===== config.mk =====
export PLATFORM = sky130hd
export DESIGN_NAME = pic_cell
export DESIGN_NICKNAME = d
export VERILOG_FILES = /design/src/verilog/pic_pkg.sv /design/src/verilog/pic_cell.sv
export SDC_FILE = /design/constraint.sdc
export NUM_CORES = 1
export LEC_CHECK = 0
export BUFFER_PORTS_ARGS = -buffer_cell sky130_fd_sc_hd__buf_2
export CAP_MARGIN = 20
export CORE_ASPECT_RATIO = 0.75
export CORE_MARGIN = 10
export CORE_UTILIZATION = 35
export DETAILED_ROUTE_END_ITERATION = 16
export HOLD_SLACK_MARGIN = 0.12
export SETUP_SLACK_MARGIN = 0.05
export SLEW_MARGIN = 20
export SYNTH_ARGS = -nofsm -noshare
export SYNTH_HDL_FRONTEND = slang
export SYNTH_SLANG_ARGS = --single-unit

===== constraint.sdc =====
create_clock -name clk_sys -period 3.49 [get_ports clk_sys]
set_input_delay 0.698 -clock clk_sys [delete_from_list [all_inputs] [get_ports clk_sys]]
set_output_delay 0.698 -clock clk_sys [all_outputs]
set_load 0.05 [all_outputs]

===== src/verilog/pic_pkg.sv =====
// Purpose: shared constants and types for the pad i/o register cell
// Assumes: one system clock at 250 MHz, asynchronous active-low reset
// Notes:   delay taps are counted in system clock cycles
package pic_pkg;

    // input delay line geometry
    localparam int          TAP_W      = 5;
    localparam int          LINE_DEPTH = 31;
    localparam logic [4:0]  TAP_NONE   = 5'h00;
    localparam logic [4:0]  FIXED_TAP  = 5'h04;

    // reset value of every storage element
    localparam logic        RESET_VAL  = 1'h0;

    // input delay selection
    typedef enum logic [1:0] {
        PIC_DLY_NONE,
        PIC_DLY_FIXED,
        PIC_DLY_DYNAMIC
    } pic_dly_mode_t;

endpackage : pic_pkg


===== src/verilog/pic_cell.sv =====
// Purpose: input, output and tri-state register logic of one i/o cell
// Assumes: pad and core inputs are synchronous to clk_sys
// Notes:   the delay line is modelled in whole clk_sys cycles
//
// Function
// - in single-rate input mode one rising-edge register captures the pad.
// - in double-rate input mode the pad is sampled on both clock edges.
// - rise output carries the rising capture, the second output the falling (the rising in single-rate mode)
// - bypass offers the raw pad as data and as a clock to the core.
// - a fixed delay is offered, and bottom cells add a 5-bit dynamic delay.
// - one system clock runs the input, output and tri-state registers.
// - the local set/reset forces this cell's registers, except the delay line, to the chosen value.
// - the core tri-state control reaches the pad enable via its register.
// - single-rate output passes the first data through a register or latch.
// - double-rate output registers both, re-registers the second on fall.
// - the tri-state control passes one single-rate register.
`timescale 1ns/1ps
`default_nettype none

module pic_cell
    import pic_pkg::*;
(
    input  wire logic          clk_sys,            // system clock
    input  wire logic          rst_b,              // async reset, active low
    input  wire logic          ce,                 // clock enable
    input  wire logic          lsr,                // local set/reset
    input  wire logic          lsr_sets,           // 1: lsr sets, 0: resets
    input  wire logic          pad_in,             // data from pad buffer
    input  wire logic          in_ddr_mode,        // input double-rate
    input  wire pic_dly_mode_t dly_mode,           // input delay choice
    input  wire logic          bottom_edge,        // cell sits on bottom edge
    input  wire logic [4:0]    dynamic_tap_select, // dynamic delay taps
    input  wire logic          out_ddr_mode,       // output double-rate
    input  wire logic          out_latch_mode,     // sdr output as latch
    input  wire logic          core_out_first,     // first output data
    input  wire logic          core_out_second,    // second output data
    input  wire logic          tristate_from_core, // tri-state control in
    output logic               bypass_data_out,    // raw pad data
    output logic               bypass_clock_out,   // raw pad as clock
    output logic               rise_sample_out,    // rising-edge capture
    output logic               fall_sample_out,    // falling/registered input
    output logic               pad_out,            // data to pad buffer
    output logic               tristate_to_pad     // enable to pad buffer
);

    // pick one tap of the delay line, tap 0 being the pad itself
    function automatic logic tap_pick(input logic [LINE_DEPTH-1:0] line,
                                      input logic             din,
                                      input logic [TAP_W-1:0] idx);
        logic res;
        res = din;
        if (idx != TAP_NONE)
        begin
            res = line[idx - 5'h01];
        end
        return res;
    endfunction : tap_pick

    // storage update: lsr first, then hold while clock enable is low
    function automatic logic store(input logic cur, input logic nxt,
                                   input logic en, input logic force_on,
                                   input logic force_val);
        logic res;
        res = cur;
        if (force_on)
        begin
            res = force_val;
        end
        else if (en)
        begin
            res = nxt;
        end
        return res;
    endfunction : store

    logic [LINE_DEPTH-1:0] line_reg;
    logic [LINE_DEPTH-1:0] line_next;
    logic [TAP_W-1:0]      tap_sel;
    logic                  delayed;
    logic                  rise_reg,   rise_next;
    logic                  fall_reg,   fall_next;
    logic                  ofirst_reg, ofirst_next;
    logic                  osec_reg,   osec_next;
    logic                  oneg_reg,   oneg_next;
    logic                  latch_reg,  latch_next;
    logic                  ts_reg,     ts_next;

    // bypass routes the raw pad around delay and registers
    assign bypass_data_out  = pad_in;
    assign bypass_clock_out = pad_in;

    // delay choice: dynamic only exists on the bottom edge
    always_comb
    begin
        tap_sel = TAP_NONE;
        if (dly_mode == PIC_DLY_FIXED)
        begin
            tap_sel = FIXED_TAP;
        end
        else if (dly_mode == PIC_DLY_DYNAMIC && bottom_edge)
        begin
            tap_sel = dynamic_tap_select;
        end
        delayed = tap_pick(line_reg, pad_in, tap_sel);
    end

    // rising-edge group: delay line, input capture, output and tri-state
    always_comb
    begin
        line_next = line_reg;
        if (ce)
        begin
            line_next = {line_reg[LINE_DEPTH-2:0], pad_in};
        end
        rise_next   = store(rise_reg, delayed, ce, lsr, lsr_sets);
        ofirst_next = store(ofirst_reg, core_out_first, ce, lsr,
                            lsr_sets);
        osec_next   = store(osec_reg, core_out_second, ce, lsr,
                            lsr_sets);
        ts_next     = store(ts_reg, tristate_from_core, ce, lsr,
                            lsr_sets);
    end

    // one clock runs every part of the cell
    always_ff @(posedge clk_sys or negedge rst_b)
    begin
        if (!rst_b)
        begin
            line_reg   <= '0;
            rise_reg   <= RESET_VAL;
            ofirst_reg <= RESET_VAL;
            osec_reg   <= RESET_VAL;
            ts_reg     <= RESET_VAL;
        end
        else
        begin
            line_reg   <= line_next;
            rise_reg   <= rise_next;
            ofirst_reg <= ofirst_next;
            osec_reg   <= osec_next;
            ts_reg     <= ts_next;
        end
    end

    // falling-edge group: ddr input, second output stage, latch hold
    always_comb
    begin
        fall_next  = store(fall_reg, delayed, ce, lsr, lsr_sets);
        oneg_next  = store(oneg_reg, osec_reg, ce, lsr, lsr_sets);
        latch_next = store(latch_reg, core_out_first, ce, lsr,
                           lsr_sets);
    end

    // falling edge of the same system clock
    always_ff @(negedge clk_sys or negedge rst_b)
    begin
        if (!rst_b)
        begin
            fall_reg  <= RESET_VAL;
            oneg_reg  <= RESET_VAL;
            latch_reg <= RESET_VAL;
        end
        else
        begin
            fall_reg  <= fall_next;
            oneg_reg  <= oneg_next;
            latch_reg <= latch_next;
        end
    end

    // sample outputs and the clock-driven output multiplexer
    always_comb
    begin
        rise_sample_out = rise_reg;
        fall_sample_out = in_ddr_mode ? fall_reg : rise_reg;
        tristate_to_pad = ts_reg;
        if (out_ddr_mode)
        begin
            pad_out = clk_sys ? ofirst_reg : oneg_reg;
        end
        else if (out_latch_mode)
        begin
            // transparent while high; lsr forces it, ce low keeps it shut
            pad_out = latch_reg;
            if (clk_sys && lsr)
            begin
                pad_out = lsr_sets;
            end
            else if (clk_sys && ce)
            begin
                pad_out = core_out_first;
            end
        end
        else
        begin
            pad_out = ofirst_reg;
        end
    end

    // checks on the cell behaviour
    rise_capture_a: assert property (
        @(posedge clk_sys) disable iff (!rst_b)
        (ce && !lsr) |=> rise_sample_out == $past(delayed))
        else $error("rising capture missed the pad value");

    fall_capture_a: assert property (
        @(negedge clk_sys) disable iff (!rst_b)
        (ce && !lsr) |=> fall_reg == $past(delayed))
        else $error("falling capture missed the pad value");

    sdr_second_a: assert property (
        @(posedge clk_sys) disable iff (!rst_b)
        (!in_ddr_mode && ce && !lsr) ##1 !in_ddr_mode
        |-> fall_sample_out == $past(delayed))
        else $error("second output not the registered input");

    fixed_delay_a: assert property (
        @(posedge clk_sys) disable iff (!rst_b)
        ce [*4] ##1 (dly_mode == PIC_DLY_FIXED)
        |-> delayed == $past(pad_in, 4))
        else $error("fixed delay tap wrong");

    lsr_force_a: assert property (
        @(posedge clk_sys) disable iff (!rst_b)
        lsr |=> rise_sample_out == $past(lsr_sets)
            && tristate_to_pad == $past(lsr_sets))
        else $error("local set/reset not applied");

    ts_register_a: assert property (
        @(posedge clk_sys) disable iff (!rst_b)
        (ce && !lsr) |=> tristate_to_pad == $past(tristate_from_core))
        else $error("tri-state register did not follow the core");

    sdr_output_a: assert property (
        @(posedge clk_sys) disable iff (!rst_b)
        (ce && !lsr && !out_ddr_mode && !out_latch_mode)
        |=> ofirst_reg == $past(core_out_first))
        else $error("single-rate output register wrong");

    ddr_second_a: assert property (
        @(negedge clk_sys) disable iff (!rst_b)
        (ce && !lsr) |=> oneg_reg == $past(osec_reg))
        else $error("second data not re-registered on fall");

    hold_ce_a: assert property (
        @(posedge clk_sys) disable iff (!rst_b)
        (!ce && !lsr) |=> $stable(rise_sample_out)
            && $stable(tristate_to_pad) && $stable(line_reg))
        else $error("register moved with clock enable low");

endmodule : pic_cell

`default_nettype wire


# Yosys cells after proc, flatten, opt, wreduce, memory -nomap -nowiden
# Cells that the tools add are included.
# totals
ff_bits	38
out_inout_bits	6
# op_classes
add_sub_neg	1
n_lt_le_gt_ge	1
n_eq_ne	2
n_mux	21
reduce_logical	5
# ops
op	n
$mux W1	18
$mux W5	2
$lt A5 B6 Y1 const B	1
$bmux W1 S5	1
$reduce_bool A5 Y1	1
$sub A5 B1 Y5 const B	1
$logic_and A1 B1 Y1	3
$eq A2 B1 Y1 const B	1
$eq A2 B2 Y1 const B	1
$reduce_bool A2 Y1	1

# Logic depth before layout (Yosys ltp)
# Gate-level depths: netlist (run 1).
# logic_depth
ltp_word	10
depth_mapped	11
ltp_nobuf	8

==> results.toml, run 1 <==
[synthesis]
ys_ff_latch = 38
post-synth-top-area-cell = "dfrtp_1"
async_flop_share_pct = 100
ys_warn_count = 0
yosysSeqAreaShare_pct = 48.9
synth_area_um2 = 1950
synth_area_leaders = "dfrtp_1 45%, mux2_2 19%, mux4_2 6.9%"
synth_cells = 152
synth_edf_count = 0
synth_top_area_share_pct = 45.0
synth_fp_nets = 173
synth.distinct_cells = 36
syn_area_per_cell_um2 = 12.8
ys.flop_type = "dfrtp_1"

[outcome]
failed_checks = "negative setup slack"
status = "finished with violations"

[detailed_routing]
post_drt_via_cell_ratio = 5.06
drtIter0Drc = 46
post_drt_wl_per_cell_um = 15.6
routed_wl_um = 4190
vias = 1355
firstDrtPassIters = 4
drc_errors = 0
ant_nets = 0

[placed_design]
gp_congestion = 0.722
post-dp-hpwl_um = 3160
portBuffers = 25
placed_area_um2 = 2240

[clocking]
holdBufCountCts = 0
clock_latency_ps = 410
cts_tree = "yes"
path_clk_slew_ps = 70

[floorplanning]
initial_core_util_pct = 36.3
core_um2 = 5350
die_area_um2 = 8970
core.rowCount = 23
io_pins = 26
dieHeight_um = 84.6
die_width_um = 106

[cells_and_area]
num_antenna_cells = 0
layout_common_cells = "35 x dfrtp_1, 31 x mux2_2, 22 x buf_2"
final_net_count = 212
largest_reg_flops = 31
nFillCells = 508
post-route-util_pct = 46.1
fin_area_um2 = 2470
drive_above_1_share_pct = 50.3
syn_to_final_growth_pct = 26.8
multi_input_area_um2 = 995
layout.cells.most_common = "dfrtp_1"
regArea_um2 = 951

[global_routing]
antenna_found_initial = 0
grt_pass1_wl_um = 7370
grt_use_total_pct = 10.4
grt-ovfl-total = 0
grt_pass1_vias = 1553
grt_max_degree = 33

[critical_path]
crit_path_max_fanout = 5
required_ps = 1990
path_class = "in2reg"
startpoint_type = "primary input"
worstSetupEndpointType = "register"
worstPathArrival_ps = 2640

[sta]
tightest_slew_ps = 406
setup_viol = 4
fin_skew_ps = 24.5
worst_slack_ps = -649
hold_violations = 0
relSlewSlack_pct = 72.9
totalNegativeSetupSlack_ps = -1080
drv_slew = 0
grt_setup_unrepaired = "true"

[power_and_ir_drop]
power_leakage_nw = 1.14
p_per_area_nw_per_um2 = 677
worst_ir_drop_vdd_mv = 0.189
power.total_mw = 1.67

[run]
max-cap-violations = 0

[hold_path]
hp-class = "in2async"
## repair_timing
| action | in CTS | in global routing |
|---|---|---|
| setup buffers | 1 | 0 |
| setup endpoints to repair | 4 | 4 |
| pin swaps | 1 | 0 |
| gates resized for setup | 11 | 0 |
| hold endpoints to repair | 0 | 0 |
## worst max-delay path, cell delays in order
cell,delay (ps)
buf_6,90
and3b_2,300
nand2_2,80
ha_4,320
mux4_2,510
mux2i_1,190
a22oi_1,120
a31oi_1,220
o211ai_1,110
## cell families (layout without fill, tap and decap cells)
kind of cell	count (synthesis)	count (layout)	synth area share, %
AO/OA/AOI/OAI	22	22	7.72
XOR/XNOR	1	1	0.836
adder cells (fa/ha/maj)	1	1	0.643
buffers and inverters	12	53	2.96
flip-flops	38	38	48.9
multiplexers	48	48	30.7
AND/OR/NAND/NOR	30	30	8.30
## power breakdown
part	internal, mW	switching [mW]
Sequential	0.594	0.114
Combinational	0.232	0.144
Clock	0.367	0.220
## final timing paths
path | from | depth (start not counted) | endpoint | slack (ps)
max | dly_mode[0] | 9 | fall_reg$_DFFE_NN0P_ | -650
min | rst_b | 1 | line_reg[0]$_DFFE_PN0P_ | 150
max reg2reg | line_reg[9]$_DFFE_PN0P_ | 5 | fall_reg$_DFFE_NN0P_ | 70
min reg2reg | line_reg[30]$_DFFE_PN0P_ | 1 | line_reg[30]$_DFFE_PN0P_ | 520
max in group asynchronous | rst_b | 1 | oneg_reg$_DFFE_NN0P_ | 1510
min in group clk_sys | line_reg[30]$_DFFE_PN0P_ | 1 | line_reg[30]$_DFFE_PN0P_ | 520
## Yosys cell counts, types with 2 or more instances
library cell	instances
a211oi_1	3
a21o_1	2
a21oi_1	4
a31oi_1	2
and2_1	3
and3b_1	2
buf_1	3
buf_4	3
clkbuf_1	3
dfrtn_1	3
dfrtp_1	35
inv_1	2
mux2_2	33
mux2i_1	9
mux4_2	6
nand2_1	7
nand2b_1	2
nand3_1	2
nor2_1	6
nor2b_1	3
o211ai_1	2
o21ai_0	3
## final cells by class
class	count	share of cell area, %
Multi-Input combinational cell	102	40.3
Sequential cell	38	38.5
Timing Repair Buffer	37	9.48
Clock buffer	13	6.34
Tap cell	75	3.80
Clock inverter	1	1.22
Inverter	2	0.304
## routing by layer
layer	routed length, um	share of wire, %	up-vias	track usage (%)
li1	-	-	641	-
met1	1840	44	677	11.7
met2	2020	48	27	15.4
met3	250	6.0	10	5.42
met4	84	2.0	0	6.38
met5	0	0	-	0
## stage by stage
step / cells / hold slack, ps / setup slack [ps]
floorplan: 152 / 402 / -1050
global placement: 254 / 450 / -1060
detailed placement: 254 / 461 / -1150
CTS: 268 / 152 / -640
global route: 268 / 144 / -738
finish: 268 / 152 / -649
Note: power is estimated with default switching activity, not from simulation.
==> run 2: changes to the inputs <==
--- a/constraint.sdc
+++ b/constraint.sdc
@@ -3,2 +3,2 @@
 set_output_delay 0.698 -clock clk_sys [all_outputs]
-set_load 0.05 [all_outputs]
+set_load 0.02 [all_outputs]
==> run 2 against run 1 <==
- the flow still finishes with violations (negative setup slack)
- utilization is 0.75 points higher
- sequential share of layout area shrank 0.62 points
- non-clock buffer count rose by 4
- die area stayed put
- flip-flop and latch count is the same
- largest cell class unchanged
- register-to-register slack better by 50 ps
- clock power rose by 7.8%
- first-iteration DRC count shrank 15%
- global-route usage shrank 0.45 points
- critical endpoint unchanged
- largest power group unchanged
- critical path type unchanged
- setup slack better by 76 ps
==> results.toml, run 2 (same netlist as run 1, synthesis figures left out) <==
[hold_path]
hp-class = "in2async"

[floorplanning]
dieHeight_um = 84.6
die_area_um2 = 8970
core_um2 = 5350
initial_core_util_pct = 36.3
die_width_um = 106
core.rowCount = 23
io_pins = 26

[placed_design]
gp_congestion = 0.729
dp_cells = 257
portBuffers = 25
post-dp-hpwl_um = 3100

[global_routing]
antenna_found_initial = 0
grt-ovfl-total = 0
grt_max_degree = 34
grt_use_total_pct = 9.97
grt_pass1_wl_um = 7020
grt_pass1_vias = 1549

[detailed_routing]
post_drt_via_cell_ratio = 4.94
ant_nets = 0
routed_wl_um = 4150
drc_errors = 0
drtIter0Drc = 39
firstDrtPassIters = 4
vias = 1345
post_drt_wl_per_cell_um = 15.3

[clocking]
clock_latency_ps = 410
path_clk_slew_ps = 80
cts_tree = "yes"
holdBufCountCts = 0

[cells_and_area]
largest_reg_flops = 31
layout.cells.most_common = "dfrtp_1"
nFillCells = 494
layout_common_cells = "35 x dfrtp_1, 31 x mux2_2, 22 x buf_2"
post_layout_nonfiller_instances = 272
final_net_count = 216
syn_to_final_growth_pct = 28.9
num_antenna_cells = 0
drive_above_1_share_pct = 52.8

[sta]
worst_slack_ps = -573
fin_skew_ps = 20.0
tightest_slew_ps = 410
grt_setup_unrepaired = "true"
setup_viol = 4
relSlewSlack_pct = 72.7
drv_slew = 0
hold_violations = 0

[outcome]
status = "finished with violations"
failed_checks = "negative setup slack"

[critical_path]
rrSetupSlack_ps = 120
max_stage_delay_ps = 510
worstPathArrival_ps = 2570
worstSetupEndpointType = "register"
worst-path-buf-inv = 1
path_cells = "buf_6 -> and3b_2 -> nand2_2 -> ha_4 -> mux4_2 -> mux2i_2 -> a22oi_1 -> a31oi_1 -> o211ai_1"
critPathTopFamily = "multiplexers"
crit_path_max_fanout = 5
startpoint_type = "primary input"
critPathSlowestCell = "mux4_2"
path_class = "in2reg"
required_ps = 1990

[power_and_ir_drop]
power.total_mw = 1.71
p_per_area_nw_per_um2 = 682
worst_ir_drop_vdd_mv = 0.387
p_sw_uw = 466
seq_power_share_pct = 41.3
switching_share_pct = 27.2
combPwrFrac_pct = 21.7
power_leakage_nw = 1.16
internal-power_mw = 1.25
p_clk_share_pct = 37.0

[run]
max-cap-violations = 0
==> run 2: final cells by class <==
class	instances	area (um^2)	area share (%)
Multi-Input combinational cell	102	991	39.5
Sequential cell	38	951	37.9
Timing Repair Buffer	41	260	10.4
Clock buffer	11	135	5.39
Tap cell	75	93.8	3.74
Clock inverter	3	68.8	2.74
Inverter	2	7.51	0.299
==> run 2: metrics by stage <==
step	util [%]	setup slack (ps)	cell area (um^2)	hold slack [ps]	setup TNS, ps
2_1_floorplan	-	-1050	2000	402	-1050
3_3_place_gp	42.1	-1050	2250	457	-1050
3_5_place_dp	42.1	-1100	2250	473	-1100
4_1_cts	46.5	-575	2490	182	-973
5_1_grt	46.8	-684	2510	173	-1140
6_report	46.8	-573	2510	183	-956
==> run 2: worst register-to-register path, delay by kind of cell, from the launching register on <==
family         cells  cell delay (ps)
flip-flops         1              410
multiplexers       2              670
AO/OA/AOI/OAI      3              410
==> run 2: worst paths after layout <==
path,startpoint,end,depth (start not counted)
worst max-delay path,dly_mode[0],fall_reg$_DFFE_NN0P_,9
worst min-delay path,rst_b,rise_sample_out$_DFFE_PN0P_,1
worst max register to register,line_reg[9]$_DFFE_PN0P_,fall_reg$_DFFE_NN0P_,5
worst min register to register,line_reg[30]$_DFFE_PN0P_,line_reg[30]$_DFFE_PN0P_,1
max in group asynchronous,rst_b,fall_reg$_DFFE_NN0P_,1
min in group clk_sys,line_reg[30]$_DFFE_PN0P_,line_reg[30]$_DFFE_PN0P_,1
==> run 2: metal layers <==
metal	wire length (um)	global-route usage [%]	part of all wire, %	up-vias
met4	59	7.24	1.4	0
met1	1840	10.8	44	665
li1	-	-	-	650
met2	2080	15.1	50	24
met3	174	4.66	4.2	6
met5	0	0	0	-
==> run 2: what timing repair did <==
| item | CTS | global route |
|---|---|---|
| endpoints found under the setup margin | 4 | 4 |
| resized for setup | 8 | 3 |
| pin swaps | 0 | 0 |
| setup buffers | 1 | 1 |
==> run 2: power groups by stage <==
stage                     clock network [mW]  registers [mW]  logic, mW
final                                  0.634           0.707      0.371
after global routing                   0.680           0.728      0.409
after CTS                              0.648           0.706      0.365
after detailed placement              0.0345           0.713      0.357
after global placement                0.0345           0.705      0.343
after floorplan                       0.0297           0.674      0.278
==> run 3: changes to the inputs <==
CORE_MARGIN = not set   (was 10)
PLACE_DENSITY_LB_ADDON = 0.05   (was not set)
==> run 3 against run 2 <==
- combinational power is 1% lower
- sequential share of layout area is 1.4 points higher
- highest routed layer unchanged
- setup slack worse by 20 ps
- critical endpoint unchanged
- cell count is 1.5% lower
- utilization is 1.7 points lower
- die area is 35% lower
- flip-flop and latch count stayed put
- critical path depth stayed put
- the run still ends with negative setup slack left
- non-clock buffer count is 3 lower
- register-to-register slack hardly changed
- clock skew is 4.3 ps higher
==> results.toml, run 3 (same netlist as run 1, synthesis figures left out) <==
[outcome]
failed_checks = "negative setup slack"
status = "finished with violations"

[floorplanning]
initial_core_util_pct = 36.3
die_area_um2 = 5860
io_pins = 26
die_width_um = 88.1
dieHeight_um = 66.6
core.rowCount = 23
core_um2 = 5350

[cells_and_area]
drive_above_1_share_pct = 50.8
nFillCells = 508
largest_reg_flops = 31
final_net_count = 213
num_antenna_cells = 0
syn_to_final_growth_pct = 24.2
layout.cells.most_common = "dfrtp_1"
fin_area_um2 = 2420
layout_common_cells = "35 x dfrtp_1, 31 x mux2_2, 22 x buf_2"

[critical_path]
critPathSlowestCell = "mux4_2"
required_ps = 1990
path_cells = "buf_6 -> and3b_2 -> nand2_2 -> ha_4 -> mux4_2 -> mux2i_2 -> a22oi_1 -> a31oi_1 -> o211ai_1"
worstPathArrival_ps = 2590
startpoint_type = "primary input"
rrSetupSlack_ps = 120
path_class = "in2reg"
max_stage_delay_ps = 520
worstSetupEndpointType = "register"
crit_path_max_fanout = 5

[placed_design]
placed_area_um2 = 2230
gp_congestion = 0.723
portBuffers = 25
post-dp-hpwl_um = 2880

[detailed_routing]
post_drt_via_cell_ratio = 4.95
post_drt_wl_per_cell_um = 14.9
drc_errors = 0
vias = 1327
ant_nets = 0
drtIter0Drc = 28
routed_wl_um = 3990
firstDrtPassIters = 4

[sta]
fin_skew_ps = 24.4
setup_viol = 4
hold_slack_ps = 156
tightest_slew_ps = 404
worst_slack_ps = -593
relSlewSlack_pct = 73.0
hold_violations = 0
drv_slew = 0
grt_setup_unrepaired = "true"

[power_and_ir_drop]
p_per_area_nw_per_um2 = 630
power_leakage_nw = 1.12
worst_ir_drop_vdd_mv = 0.236

[clocking]
cts_tree = "yes"
path_clk_slew_ps = 70
clock_latency_ps = 410
holdBufCountCts = 0

[global_routing]
grt_use_total_pct = 16.1
grt_max_degree = 32
grt_pass1_vias = 1422
grt-ovfl-total = 0
antenna_found_initial = 0
grt_pass1_wl_um = 6650

[hold_path]
hp-class = "in2async"

[run]
max-cap-violations = 0
[run 3: changes by cell type in the layout (fill, tap and decap cells not counted)]
cell,previous run,this run
mux2i_1,7,8
bufinv_16,2,0
mux2i_2,2,1
buf_4,18,15
nor3b_1,0,1
clkinv_2,0,2
clkinv_4,1,0
nor3b_2,1,0
[run 3: worst max-delay path: cells and delay by family]
kind	cells	cell delay (ps)
AND/OR/NAND/NOR	2	360
buffers and inverters	1	90
multiplexers	2	720
AO/OA/AOI/OAI	3	400
adder cells (fa/ha/maj)	1	320
[run 3: area by class of cell]
cell class	count	area [um^2]	area share (%)
clock buffer	11	135	5.59
clock inverter	2	10.0	0.414
inverter	2	7.51	0.311
multi-input combinational	102	982	40.6
sequential	38	951	39.3
tap	75	93.8	3.88
timing repair buffer	38	238	9.83
[run 3: worst paths after layout]
kind / from / end / cells after the start
max: dly_mode[0] / fall_reg$_DFFE_NN0P_ / 9
min reg2reg: fall_reg$_DFFE_NN0P_ / fall_reg$_DFFE_NN0P_ / 2
max reg2reg: line_reg[9]$_DFFE_PN0P_ / fall_reg$_DFFE_NN0P_ / 5
min: rst_b / rise_sample_out$_DFFE_PN0P_ / 1
max in group asynchronous: rst_b / oneg_reg$_DFFE_NN0P_ / 1
min in group clk_sys: fall_reg$_DFFE_NN0P_ / fall_reg$_DFFE_NN0P_ / 2
[run 3: metal layers]
layer | routed length (um) | part of all wire [%] | up-vias | track usage (%)
met5 | 0 | 0 | - | 0
met1 | 2010 | 50 | 658 | 19.9
li1 | - | - | 642 | -
met3 | 186 | 4.7 | 5 | 6.82
met2 | 1750 | 44 | 22 | 23.8
met4 | 44 | 1.1 | 0 | 8.47
[run 3: metrics by stage]
step	std cells	utilization (%)	power, mW	setup slack [ps]	TNS, ps
after global placement	254	41.7	1.09	-1040	-1040
after CTS	267	45.0	1.55	-607	-989
after floorplan	152	-	0.981	-1050	-1050
after detailed placement	254	41.7	1.10	-1140	-1140
final	268	45.2	1.52	-593	-942
after global routing	268	45.2	1.63	-685	-1110
[run 3: where the power goes]
part           internal (mW)  leakage (nW)  switching, mW  total (mW)
clock                  0.259        0.0896          0.199       0.458
combinational          0.235         0.563          0.132       0.366
sequential             0.594         0.465          0.106       0.699
total                   1.09          1.12          0.436        1.52
[run 3: timing repair]
action | CTS | global route
setup buffers | 1 | 1
gates resized for setup | 9 | 0
pin swaps | 0 | 0
setup endpoints to repair | 4 | 4
